--- src/scds_map.vh ---
// register map, field positions, reset values and encodings of the status clock block
`ifndef SCDS_MAP_VH
`define SCDS_MAP_VH

// register indices; byte address is four times the index
`define SCDS_IDX_CH7_RATIO 8'h2c
`define SCDS_IDX_ROUTE_CTRL 8'h2d
`define SCDS_IDX_SE_SOURCE 8'h30
`define SCDS_IDX_LIVE_STATE 8'h31
`define SCDS_ADDR_CH7_RATIO 10'h0b0
`define SCDS_ADDR_ROUTE_CTRL 10'h0b4
`define SCDS_ADDR_SE_SOURCE 10'h0c0
`define SCDS_ADDR_LIVE_STATE 10'h0c4

// reset values
`define SCDS_RST_CH7_RATIO 8'h05
`define SCDS_RST_ROUTE_CTRL 8'h0a
`define SCDS_RST_SE_SOURCE 1'h0

// route control field positions
`define SCDS_SECOND_PRESCALE_MSB 7
`define SCDS_SECOND_PRESCALE_LSB 6
`define SCDS_FIRST_PRESCALE_MSB 5
`define SCDS_FIRST_PRESCALE_LSB 4
`define SCDS_PIN_B_SRC_MSB 3
`define SCDS_PIN_B_SRC_LSB 2
`define SCDS_PIN_A_SRC_MSB 1
`define SCDS_PIN_A_SRC_LSB 0

// pre-divider select codes and their ratios minus one
`define SCDS_PRESCALE_OFF 2'h0
`define SCDS_PRESCALE_DIV4 2'h1
`define SCDS_PRESCALE_DIV5 2'h2
`define SCDS_PRESCALE_M1_DIV4 3'h3
`define SCDS_PRESCALE_M1_DIV5 3'h4

// status pin source codes
`define SCDS_PIN_FROM_DIV_A 2'h0
`define SCDS_PIN_FROM_DIV_B 2'h1
`define SCDS_PIN_NORMAL 2'h2
`define SCDS_PIN_OFF 2'h3

// channel 7 source codes
`define SCDS_CH7_FIRST_SYNTH 2'h0
`define SCDS_CH7_SECOND_SYNTH 2'h1
`define SCDS_CH7_PRIMARY_REF 2'h2
`define SCDS_CH7_SECONDARY_REF 2'h3

// single-ended divider settings below this ratio-minus-one clamp to it
`define SCDS_SE_MIN_M1 8'h05
`define SCDS_SE_OFF 8'h00

`endif

--- src/scds_top.v ---
// status clock divider select: apb registers, channel 7 divider and status pin clock path
// Function
// channel 7 divides by setting plus one
// divider acts only with synthesizer source
// channel 7 setting resets to 0x05
// each status pin picks divider a or b
// se dividers fed by either synth pre-divider
// second synth pre-divider: off, 4, 5
// first synth pre-divider: off, 4, 5
// pin b source select, resets normal
// pin a source select, resets normal
// reference source bypasses channel 7 divider
// dividers count continuously; disabled holds static
//
// Our own choice: the APB register port.
`timescale 1ns/1ps
`include "scds_map.vh"
module scds_top #(
  parameter RATIO_W = 8
) (
  input wire pclk,
  input wire presetn,
  input wire psel,
  input wire penable,
  input wire pwrite,
  input wire [9:0] paddr,
  input wire [31:0] pwdata,
  output wire pready,
  output wire pslverr,
  output reg [31:0] prdata,
  input wire first_synth_tick,
  input wire second_synth_tick,
  input wire primary_ref_tick,
  input wire secondary_ref_tick,
  input wire [1:0] ch7_source_sel,
  input wire [RATIO_W-1:0] se_div_a_setting,
  input wire [RATIO_W-1:0] se_div_b_setting,
  input wire status_a_normal,
  input wire status_b_normal,
  output reg ch7_clk_tick,
  output wire status_pin_a_out,
  output wire status_pin_a_oe,
  output wire status_pin_b_out,
  output wire status_pin_b_oe
);

  // register decode results
  localparam DEC_NONE = 3'h0;
  localparam DEC_CH7 = 3'h1;
  localparam DEC_ROUTE = 3'h2;
  localparam DEC_SE_SRC = 3'h3;
  localparam DEC_LIVE = 3'h4;

  // configuration registers
  reg [7:0] ch7_ratio_reg;
  reg [7:0] route_ctrl_reg;
  reg se_source_reg;
  wire [1:0] second_synth_se_prescale_sel;
  wire [1:0] first_synth_se_prescale_sel;
  wire [1:0] status_pin_b_source_sel;
  wire [1:0] status_pin_a_source_sel;
  wire [2:0] wr_dec;
  wire [2:0] rd_dec;
  wire wr_access;
  wire rd_setup;
  wire unmapped;
  wire [2:0] first_pre_m1;
  wire [2:0] second_pre_m1;
  wire first_pre_run;
  wire second_pre_run;
  wire first_pre_tick;
  wire second_pre_tick;
  wire se_feed_tick;
  wire [RATIO_W-1:0] se_a_m1;
  wire [RATIO_W-1:0] se_b_m1;
  wire [1:0] se_run;
  wire [1:0] se_level;
  wire ch7_synth_src;
  wire ch7_in_tick;
  wire ch7_div_tick;
  wire ch7_ref_tick;
  wire [31:0] live_state;

  // address decode, shared by the write and read paths
  function [2:0] addr_decode;
    input [9:0] addr;
    begin
      case (addr)
        `SCDS_ADDR_CH7_RATIO: addr_decode = DEC_CH7;
        `SCDS_ADDR_ROUTE_CTRL: addr_decode = DEC_ROUTE;
        `SCDS_ADDR_SE_SOURCE: addr_decode = DEC_SE_SRC;
        `SCDS_ADDR_LIVE_STATE: addr_decode = DEC_LIVE;
        default: addr_decode = DEC_NONE;
      endcase
    end
  endfunction

  // pre-divider select to ratio minus one; reserved code reads as off
  function [2:0] prescale_m1;
    input [1:0] sel;
    begin
      case (sel)
        `SCDS_PRESCALE_DIV4: prescale_m1 = `SCDS_PRESCALE_M1_DIV4;
        `SCDS_PRESCALE_DIV5: prescale_m1 = `SCDS_PRESCALE_M1_DIV5;
        default: prescale_m1 = 3'h0;
      endcase
    end
  endfunction

  // pre-divider runs only for the two valid ratio codes
  function prescale_on;
    input [1:0] sel;
    begin
      prescale_on = (sel == `SCDS_PRESCALE_DIV4) | (sel == `SCDS_PRESCALE_DIV5);
    end
  endfunction

  // se divider setting: zero stops it, small values clamp to the least ratio
  function [RATIO_W-1:0] se_ratio_m1;
    input [RATIO_W-1:0] setting;
    begin
      if (setting <= `SCDS_SE_MIN_M1)
        se_ratio_m1 = `SCDS_SE_MIN_M1;
      else
        se_ratio_m1 = setting;
    end
  endfunction

  // apb handshake: zero wait states, error on unmapped addresses
  assign pready = 1'b1;
  assign wr_dec = addr_decode(paddr);
  assign rd_dec = wr_dec;
  assign unmapped = (wr_dec == DEC_NONE);
  assign pslverr = psel & penable & unmapped;
  assign wr_access = psel & penable & pwrite;
  assign rd_setup = psel & ~penable & ~pwrite;

  // register writes take effect at the access edge only
  // the live state word is read only, a write to it is dropped
  always @(posedge pclk or negedge presetn)
  begin
    if (!presetn)
    begin
      ch7_ratio_reg <= `SCDS_RST_CH7_RATIO;
      route_ctrl_reg <= `SCDS_RST_ROUTE_CTRL;
      se_source_reg <= `SCDS_RST_SE_SOURCE;
    end
    else if (wr_access)
    begin
      case (wr_dec)
        DEC_CH7: ch7_ratio_reg <= pwdata[7:0];
        DEC_ROUTE: route_ctrl_reg <= pwdata[7:0];
        DEC_SE_SRC: se_source_reg <= pwdata[0];
        default: ;
      endcase
    end
  end

  // read data is latched in the setup cycle so prdata comes from a flop
  // an unmapped offset reads as zero
  always @(posedge pclk or negedge presetn)
  begin
    if (!presetn)
      prdata <= 32'h00000000;
    else if (rd_setup)
    begin
      case (rd_dec)
        DEC_CH7: prdata <= {24'h000000, ch7_ratio_reg};
        DEC_ROUTE: prdata <= {24'h000000, route_ctrl_reg};
        DEC_SE_SRC: prdata <= {31'h00000000, se_source_reg};
        DEC_LIVE: prdata <= live_state;
        default: prdata <= 32'h00000000;
      endcase
    end
  end

  // route control fields
  assign second_synth_se_prescale_sel = route_ctrl_reg[`SCDS_SECOND_PRESCALE_MSB:`SCDS_SECOND_PRESCALE_LSB];
  assign first_synth_se_prescale_sel = route_ctrl_reg[`SCDS_FIRST_PRESCALE_MSB:`SCDS_FIRST_PRESCALE_LSB];
  assign status_pin_b_source_sel = route_ctrl_reg[`SCDS_PIN_B_SRC_MSB:`SCDS_PIN_B_SRC_LSB];
  assign status_pin_a_source_sel = route_ctrl_reg[`SCDS_PIN_A_SRC_MSB:`SCDS_PIN_A_SRC_LSB];

  // pre-divider ratios and enables
  assign first_pre_m1 = prescale_m1(first_synth_se_prescale_sel);
  assign first_pre_run = prescale_on(first_synth_se_prescale_sel);
  assign second_pre_m1 = prescale_m1(second_synth_se_prescale_sel);
  assign second_pre_run = prescale_on(second_synth_se_prescale_sel);

  // first synthesizer single-ended pre-divider
  scds_tick_div #(
    .W(3)
  ) u_first_pre (
    .pclk(pclk),
    .presetn(presetn),
    .run(first_pre_run),
    .in_tick(first_synth_tick),
    .ratio_m1(first_pre_m1),
    .out_tick(first_pre_tick),
    .out_level()
  );

  // second synthesizer single-ended pre-divider
  scds_tick_div #(
    .W(3)
  ) u_second_pre (
    .pclk(pclk),
    .presetn(presetn),
    .run(second_pre_run),
    .in_tick(second_synth_tick),
    .ratio_m1(second_pre_m1),
    .out_tick(second_pre_tick),
    .out_level()
  );

  // feed of the single-ended dividers from one pre-divider
  assign se_feed_tick = se_source_reg ? second_pre_tick : first_pre_tick;

  // a zero setting stops a divider, other small ones clamp
  assign se_a_m1 = se_ratio_m1(se_div_a_setting);
  assign se_b_m1 = se_ratio_m1(se_div_b_setting);
  assign se_run[0] = (se_div_a_setting != `SCDS_SE_OFF);
  assign se_run[1] = (se_div_b_setting != `SCDS_SE_OFF);

  // single_ended_divider_a and single_ended_divider_b
  genvar gi;
  generate
    for (gi = 0; gi < 2; gi = gi + 1)
    begin : g_se_div
      scds_tick_div #(
        .W(RATIO_W)
      ) u_se_div (
        .pclk(pclk),
        .presetn(presetn),
        .run(se_run[gi]),
        .in_tick(se_feed_tick),
        .ratio_m1((gi == 0) ? se_a_m1 : se_b_m1),
        .out_tick(),
        .out_level(se_level[gi])
      );
    end
  endgenerate

  // channel 7 source: synthesizers go through the divider, references bypass it
  assign ch7_synth_src = (ch7_source_sel == `SCDS_CH7_FIRST_SYNTH) |
                         (ch7_source_sel == `SCDS_CH7_SECOND_SYNTH);
  assign ch7_in_tick = (ch7_source_sel == `SCDS_CH7_SECOND_SYNTH) ? second_synth_tick : first_synth_tick;
  assign ch7_ref_tick = (ch7_source_sel == `SCDS_CH7_SECONDARY_REF) ? secondary_ref_tick : primary_ref_tick;

  // channel 7 output divider, divide by setting plus one
  scds_tick_div #(
    .W(8)
  ) u_ch7_div (
    .pclk(pclk),
    .presetn(presetn),
    .run(ch7_synth_src),
    .in_tick(ch7_in_tick),
    .ratio_m1(ch7_ratio_reg),
    .out_tick(ch7_div_tick),
    .out_level()
  );

  // output stage; bypass path has one cycle of latency, the divider path two
  // a source switch can cut or stretch one channel 7 period
  always @(posedge pclk or negedge presetn)
  begin
    if (!presetn)
      ch7_clk_tick <= 1'b0;
    else if (ch7_synth_src)
      ch7_clk_tick <= ch7_div_tick;
    else
      ch7_clk_tick <= ch7_ref_tick;
  end

  // status pin a multiplexer
  // both pins share the two divided levels, so they stay in phase
  scds_pin_route u_pin_a (
    .pclk(pclk),
    .presetn(presetn),
    .source_sel(status_pin_a_source_sel),
    .div_a_level(se_level[0]),
    .div_b_level(se_level[1]),
    .normal_status(status_a_normal),
    .pin_out(status_pin_a_out),
    .pin_oe(status_pin_a_oe)
  );

  // status pin b multiplexer
  scds_pin_route u_pin_b (
    .pclk(pclk),
    .presetn(presetn),
    .source_sel(status_pin_b_source_sel),
    .div_a_level(se_level[0]),
    .div_b_level(se_level[1]),
    .normal_status(status_b_normal),
    .pin_out(status_pin_b_out),
    .pin_oe(status_pin_b_oe)
  );

  // live state for software; pulses are too short to see, levels only
  assign live_state = {24'h000000,
                       ch7_synth_src, // bit 7
                       second_pre_run, // bit 6
                       first_pre_run, // bit 5
                       se_level[1], // bit 4
                       se_level[0], // bit 3
                       status_pin_b_oe, // bit 2
                       status_pin_a_oe, // bit 1
                       1'b0};

endmodule // scds_top

--- src/scds_tick_div.v ---
// programmable tick divider: one output tick per ratio_m1+1 input ticks
`timescale 1ns/1ps
module scds_tick_div #(
  parameter W = 8
) (
  input wire pclk,
  input wire presetn,
  input wire run,
  input wire in_tick,
  input wire [W-1:0] ratio_m1,
  output reg out_tick,
  output reg out_level
);

  reg [W-1:0] cnt_reg;
  reg [W-1:0] cnt_next;
  wire wrap;

  // wrap compares with >= so a ratio lowered mid-count cannot run away
  assign wrap = (cnt_reg >= ratio_m1);

  // next count value
  always @*
  begin
    cnt_next = cnt_reg;
    if (in_tick)
    begin
      if (wrap)
        cnt_next = {W{1'b0}};
      else
        cnt_next = cnt_reg + {{(W-1){1'b0}}, 1'b1};
    end
  end

  // free-running count on the input ticks; stopped divider clears its count and holds both outputs low
  always @(posedge pclk or negedge presetn)
  begin
    if (!presetn)
    begin
      cnt_reg <= {W{1'b0}};
      out_tick <= 1'b0;
      out_level <= 1'b0;
    end
    else if (!run)
    begin
      cnt_reg <= {W{1'b0}};
      out_tick <= 1'b0;
      out_level <= 1'b0;
    end
    else
    begin
      cnt_reg <= cnt_next;
      out_tick <= in_tick & wrap;
      // high for the first half of each period
      out_level <= (cnt_next <= (ratio_m1 >> 1));
    end
  end

endmodule // scds_tick_div

--- src/scds_pin_route.v ---
// per status pin source multiplexer with registered pin drive
`timescale 1ns/1ps
`include "scds_map.vh"
module scds_pin_route (
  input wire pclk,
  input wire presetn,
  input wire [1:0] source_sel,
  input wire div_a_level,
  input wire div_b_level,
  input wire normal_status,
  output reg pin_out,
  output reg pin_oe
);

  // registered so the pin never glitches on a select change
  always @(posedge pclk or negedge presetn)
  begin
    if (!presetn)
    begin
      pin_out <= 1'b0;
      pin_oe <= 1'b0;
    end
    else
    begin
      case (source_sel)
        `SCDS_PIN_FROM_DIV_A:
        begin
          pin_out <= div_a_level;
          pin_oe <= 1'b1;
        end
        `SCDS_PIN_FROM_DIV_B:
        begin
          pin_out <= div_b_level;
          pin_oe <= 1'b1;
        end
        `SCDS_PIN_NORMAL:
        begin
          pin_out <= normal_status;
          pin_oe <= 1'b1;
        end
        default:
        begin
          pin_out <= 1'b0; // pin disabled, not driven
          pin_oe <= 1'b0;
        end
      endcase
    end
  end

endmodule // scds_pin_route

--- config.mk ---
export PLATFORM = sky130hd
export DESIGN_NAME = scds_top
export DESIGN_NICKNAME = d
export VERILOG_FILES = /design/src/scds_top.v /design/src/scds_tick_div.v /design/src/scds_pin_route.v
export VERILOG_INCLUDE_DIRS = /design/src
export SDC_FILE = /design/constraint.sdc
export NUM_CORES = 1
export LEC_CHECK = 0
export BUFFER_PORTS_ARGS = -buffer_cell sky130_fd_sc_hd__buf_2
export CORE_MARGIN = 3
export CORE_UTILIZATION = 23
export CTS_BUF_LIST = sky130_fd_sc_hd__clkbuf_16
export DETAILED_ROUTE_END_ITERATION = 10
export GPL_ROUTABILITY_DRIVEN = 0
export HOLD_SLACK_MARGIN = 0.06
export SLEW_MARGIN = 30
export SYNTH_ARGS = -nofsm -noshare
export SYNTH_HDL_FRONTEND = slang
export SYNTH_SLANG_ARGS = --single-unit
--- constraint.sdc ---
create_clock -name pclk -period 5.6 [get_ports pclk]
set_clock_uncertainty 0.2 [all_clocks]
set_input_delay 1.12 -clock pclk [delete_from_list [all_inputs] [get_ports pclk]]
set_output_delay 1.12 -clock pclk [all_outputs]
set_load 0.01 [all_outputs]
==> results.sh <==
export IMPL_status="completed"
export IMPL_worst_slack_ns=1.251
export IMPL_pwr_density_cell_nw_per_um2=226.1
export IMPL_fin_nets=674
export IMPL_synth_area_mux_share=0.06945
export IMPL_crit_required_ns=5.66
export IMPL_pin_count=110
export IMPL_cp_top_family="compound AO/OA/AOI/OAI gates"
export IMPL_multi_input_area_um2=2616
export IMPL_cts_buffers=9
export IMPL_leakage_nw=2.443
export IMPL_synthXorXnorAreaFrac=0.02131
export IMPL_design_die_area_um2=21380
export IMPL_synthDistinctLibCells=56
export IMPL_die_w_um=146.2
export IMPL_final_common_cell="dfrtp_1"
export IMPL_root_buffer="clkbuf_16"
export IMPL_rsz0062_at_grt="no"
export IMPL_syn_inst=488
export IMPL_vias=3562
export IMPL_num_antenna_cells=0
export IMPL_cp_end_kind="flop"
export IMPL_drt_total_wl_um=10660
export IMPL_tns_ns=0
export IMPL_core_um2=19020
export IMPL_synth_compound_area_frac=0.1359
export IMPL_drv_cap=0
export IMPL_hpwl_um=8438
export IMPL_async_reset_ff_frac=1.000
export IMPL_start_kind="input port"
export IMPL_synth_area_per_cell_um2=9.266
export IMPL_cp_slowest_cell="a2111oi_0"
export IMPL_syn_cell_area_um2=4522
export IMPL_syn_to_final_growth_pct=17.54
export IMPL_cts_max_level=3
export IMPL_vias_per_cell=4.371
export IMPL_antenna_found_initial=0
export IMPL_place_worst_setup_slack_ns=0.9429
export IMPL_nFillCells=2072
export IMPL_die_y_um=146.2
export IMPL_clockBufferDepth=2
export IMPL_hp_class="reg -> reg"
export IMPL_crit_type="in -> reg"
export IMPL_rows=50
export IMPL_grt_max_degree=55
export IMPL_ys_warn_count=0
export IMPL_total_power_mw=1.202
export IMPL_dominantRegCellSynth="dfrtp_1"
export IMPL_crit_fanout=8
export IMPL_cp_arrival_ns=4.41
export IMPL_setup_violations_final=0
export IMPL_register_area_um2=1632
export IMPL_synth_top_family_by_area="simple AND/OR/NAND/NOR gates"
export IMPL_synth_fa_ha_area_frac=0.1467
export IMPL_fin_crit_sh=0.7766
export IMPL_final_cell_mix="dfrtp_1 (61), buf_2 (60), ha_1 (53)"
export IMPL_irDropWorstVdd_mv=0.1480
export IMPL_crit_chain="buf_2 -> nor3_1 -> nand2_1 -> a21oi_1 -> or2_2 -> ha_1 -> nand2b_1 -> a2111oi_0 -> nand4b_1 -> a21oi_1 -> nor2_1 -> ha_1 -> a211o_1 -> o211ai_1 -> o211ai_1 -> a21oi_1 -> o21a_1"
export IMPL_cts_tree="yes"
export IMPL_clock_fmax_ghz=0.2300
export IMPL_clock_latency_ns=0.33
export IMPL_portBuffers=60
export IMPL_period_needed_ns=4.349
export IMPL_maxSlewViolCount=0
export IMPL_cts_sinks=65
export IMPL_largest_reg_flops=16
export IMPL_design_area_um2=5315
export IMPL_yosysSeqAreaShare=0.3608
export IMPL_grt_ovfl_total=0
export IMPL_drc=0
export IMPL_synth_simple_area_share=0.1812
export IMPL_place_area_um2=5026
export IMPL_utilization=0.2795
export IMPL_cp_common_cell="a21oi_1"
export IMPL_grt_pass1_vias=3373
export IMPL_cts_resized_gates=0
export IMPL_finalHoldViolCount=0
export IMPL_wl_per_cell_um=13.08
export IMPL_drt_iter0_markers=161
export IMPL_crit_path_max_incr_delay_ns=0.37
export IMPL_drive_gt1_frac=0.1946
export IMPL_start_util=0.2378
export IMPL_slew_headroom=0.4767
export IMPL_hold_buffers=0
export IMPL_postCtsSetupRepairBufs=0
export IMPL_synth_edff_count=0
export IMPL_track_usage=0.1030
export IMPL_worstMarginPinSlew_ns=0.7632
export IMPL_clk_pin_slew_worst_paths_ns=0.05
export IMPL_path_buf_inv=1
export IMPL_ys_seq_elements=65
export IMPL_first_pass_iters=4
export IMPL_drtAntennaViolNets=0
export IMPL_grt_pass1_wl_um=17740
synth_stat cells, drive strengths merged, types with 2 or more instances:
| library cell | count | share of area |
|---|---|---|
| dfrtp | 61 | 0.34 |
| ha | 53 | 0.15 |
| nor2 | 41 | 0.036 |
| inv | 39 | 0.032 |
| nand2 | 39 | 0.032 |
| a21oi | 32 | 0.035 |
| buf | 26 | 0.044 |
| o21ai | 21 | 0.023 |
| mux2 | 19 | 0.054 |
| nand3 | 17 | 0.019 |
| nor3 | 13 | 0.014 |
| nand4 | 12 | 0.020 |
| a22oi | 10 | 0.017 |
| nand2b | 9 | 0.012 |
| clkbuf | 8 | 0.0066 |
| mux2i | 7 | 0.015 |
| xnor2 | 7 | 0.014 |
| a21o | 6 | 0.010 |
| o211ai | 6 | 0.010 |
| a211oi | 5 | 0.0083 |
| and3 | 4 | 0.0058 |
| dfstp | 4 | 0.023 |
| nor2b | 4 | 0.0055 |
| xor2 | 4 | 0.0077 |
| and2 | 3 | 0.0042 |
| nor3b | 3 | 0.0050 |
| nor4 | 3 | 0.0042 |
| o21a | 3 | 0.0050 |
| or2 | 3 | 0.0042 |
| a2111oi | 2 | 0.0039 |
| a22o | 2 | 0.0039 |
| a31oi | 2 | 0.0028 |
| conb | 2 | 0.0017 |
| nand4b | 2 | 0.0039 |
| o22ai | 2 | 0.0028 |
| or4 | 2 | 0.0042 |
power breakdown:
part | internal (mW) | switching, mW
Combinational | 0.0701 | 0.0971
Clock | 0.336 | 0.192
Sequential | 0.488 | 0.0188
Total | 0.894 | 0.308
cells by family (layout without fill, tap and decap cells):
logic type | after synthesis | after routing
adders and majority gates | 53 | 53
xor gates and xnor gates | 11 | 11
muxes | 26 | 26
buffers and inverters | 73 | 117
and+or+nand+nor | 160 | 160
other | 2 | 25
AOI/OAI and AO/OA | 98 | 98
DFF | 65 | 65
worst paths after layout:
path,to,startpoint,slack [ns],cells after the start
min in group asynchronous,u_second_pre.cnt_reg[0],presetn,0.46,1
setup / recovery,g_se_div[1].u_se_div.out_level,se_div_b_setting[3],1.25,17
hold / removal,ch7_clk_tick,u_ch7_div.out_tick,0.29,2
max in group asynchronous,g_se_div[0].u_se_div.out_level,presetn,3.76,2
setup reg to reg,g_se_div[1].u_se_div.out_level,g_se_div[1].u_se_div.cnt_reg[6],2.16,11
hold reg to reg,ch7_clk_tick,u_ch7_div.out_tick,0.29,2
per-layer routing:
metal  routed length [um]  up-vias  track usage
met4                   40        0      0.02117
met1                 5402     1686       0.1446
met2                 4817       63       0.1579
met5                    0        -            0
li1                     -     1811            -
met3                  401        2      0.03011
per-stage QoR:
| step | cells | hold WS, ns |
|---|---|---|
| floorplan | 511 | 0.2558 |
| global placement | 799 | 0.2672 |
| detailed placement | 799 | 0.2732 |
| CTS | 815 | 0.2861 |
| global route | 815 | 0.3027 |
| finish | 815 | 0.2868 |
worst register-to-register path: stages (launching register included):
cell and delay (ns):
dfrtp_1 0.41, ha_1 0.33, a21o_1 0.18, a221oi_1 0.59, a21oi_1 0.36, nor2_1 0.19, ha_1 0.26, a211o_1 0.29
o211ai_1 0.09, o211ai_1 0.11, a21oi_1 0.21, o21a_1 0.16
final cells by class:
type | instances | area share
clock buffers | 9 | 0.04237
clock inverters | 7 | 0.01036
inverters | 39 | 0.02754
multi-input cells | 373 | 0.4922
flip-flops and latches | 65 | 0.3070
well taps | 260 | 0.06121
repair buffers | 62 | 0.05932
Note: power is estimated with default switching activity, not from simulation.
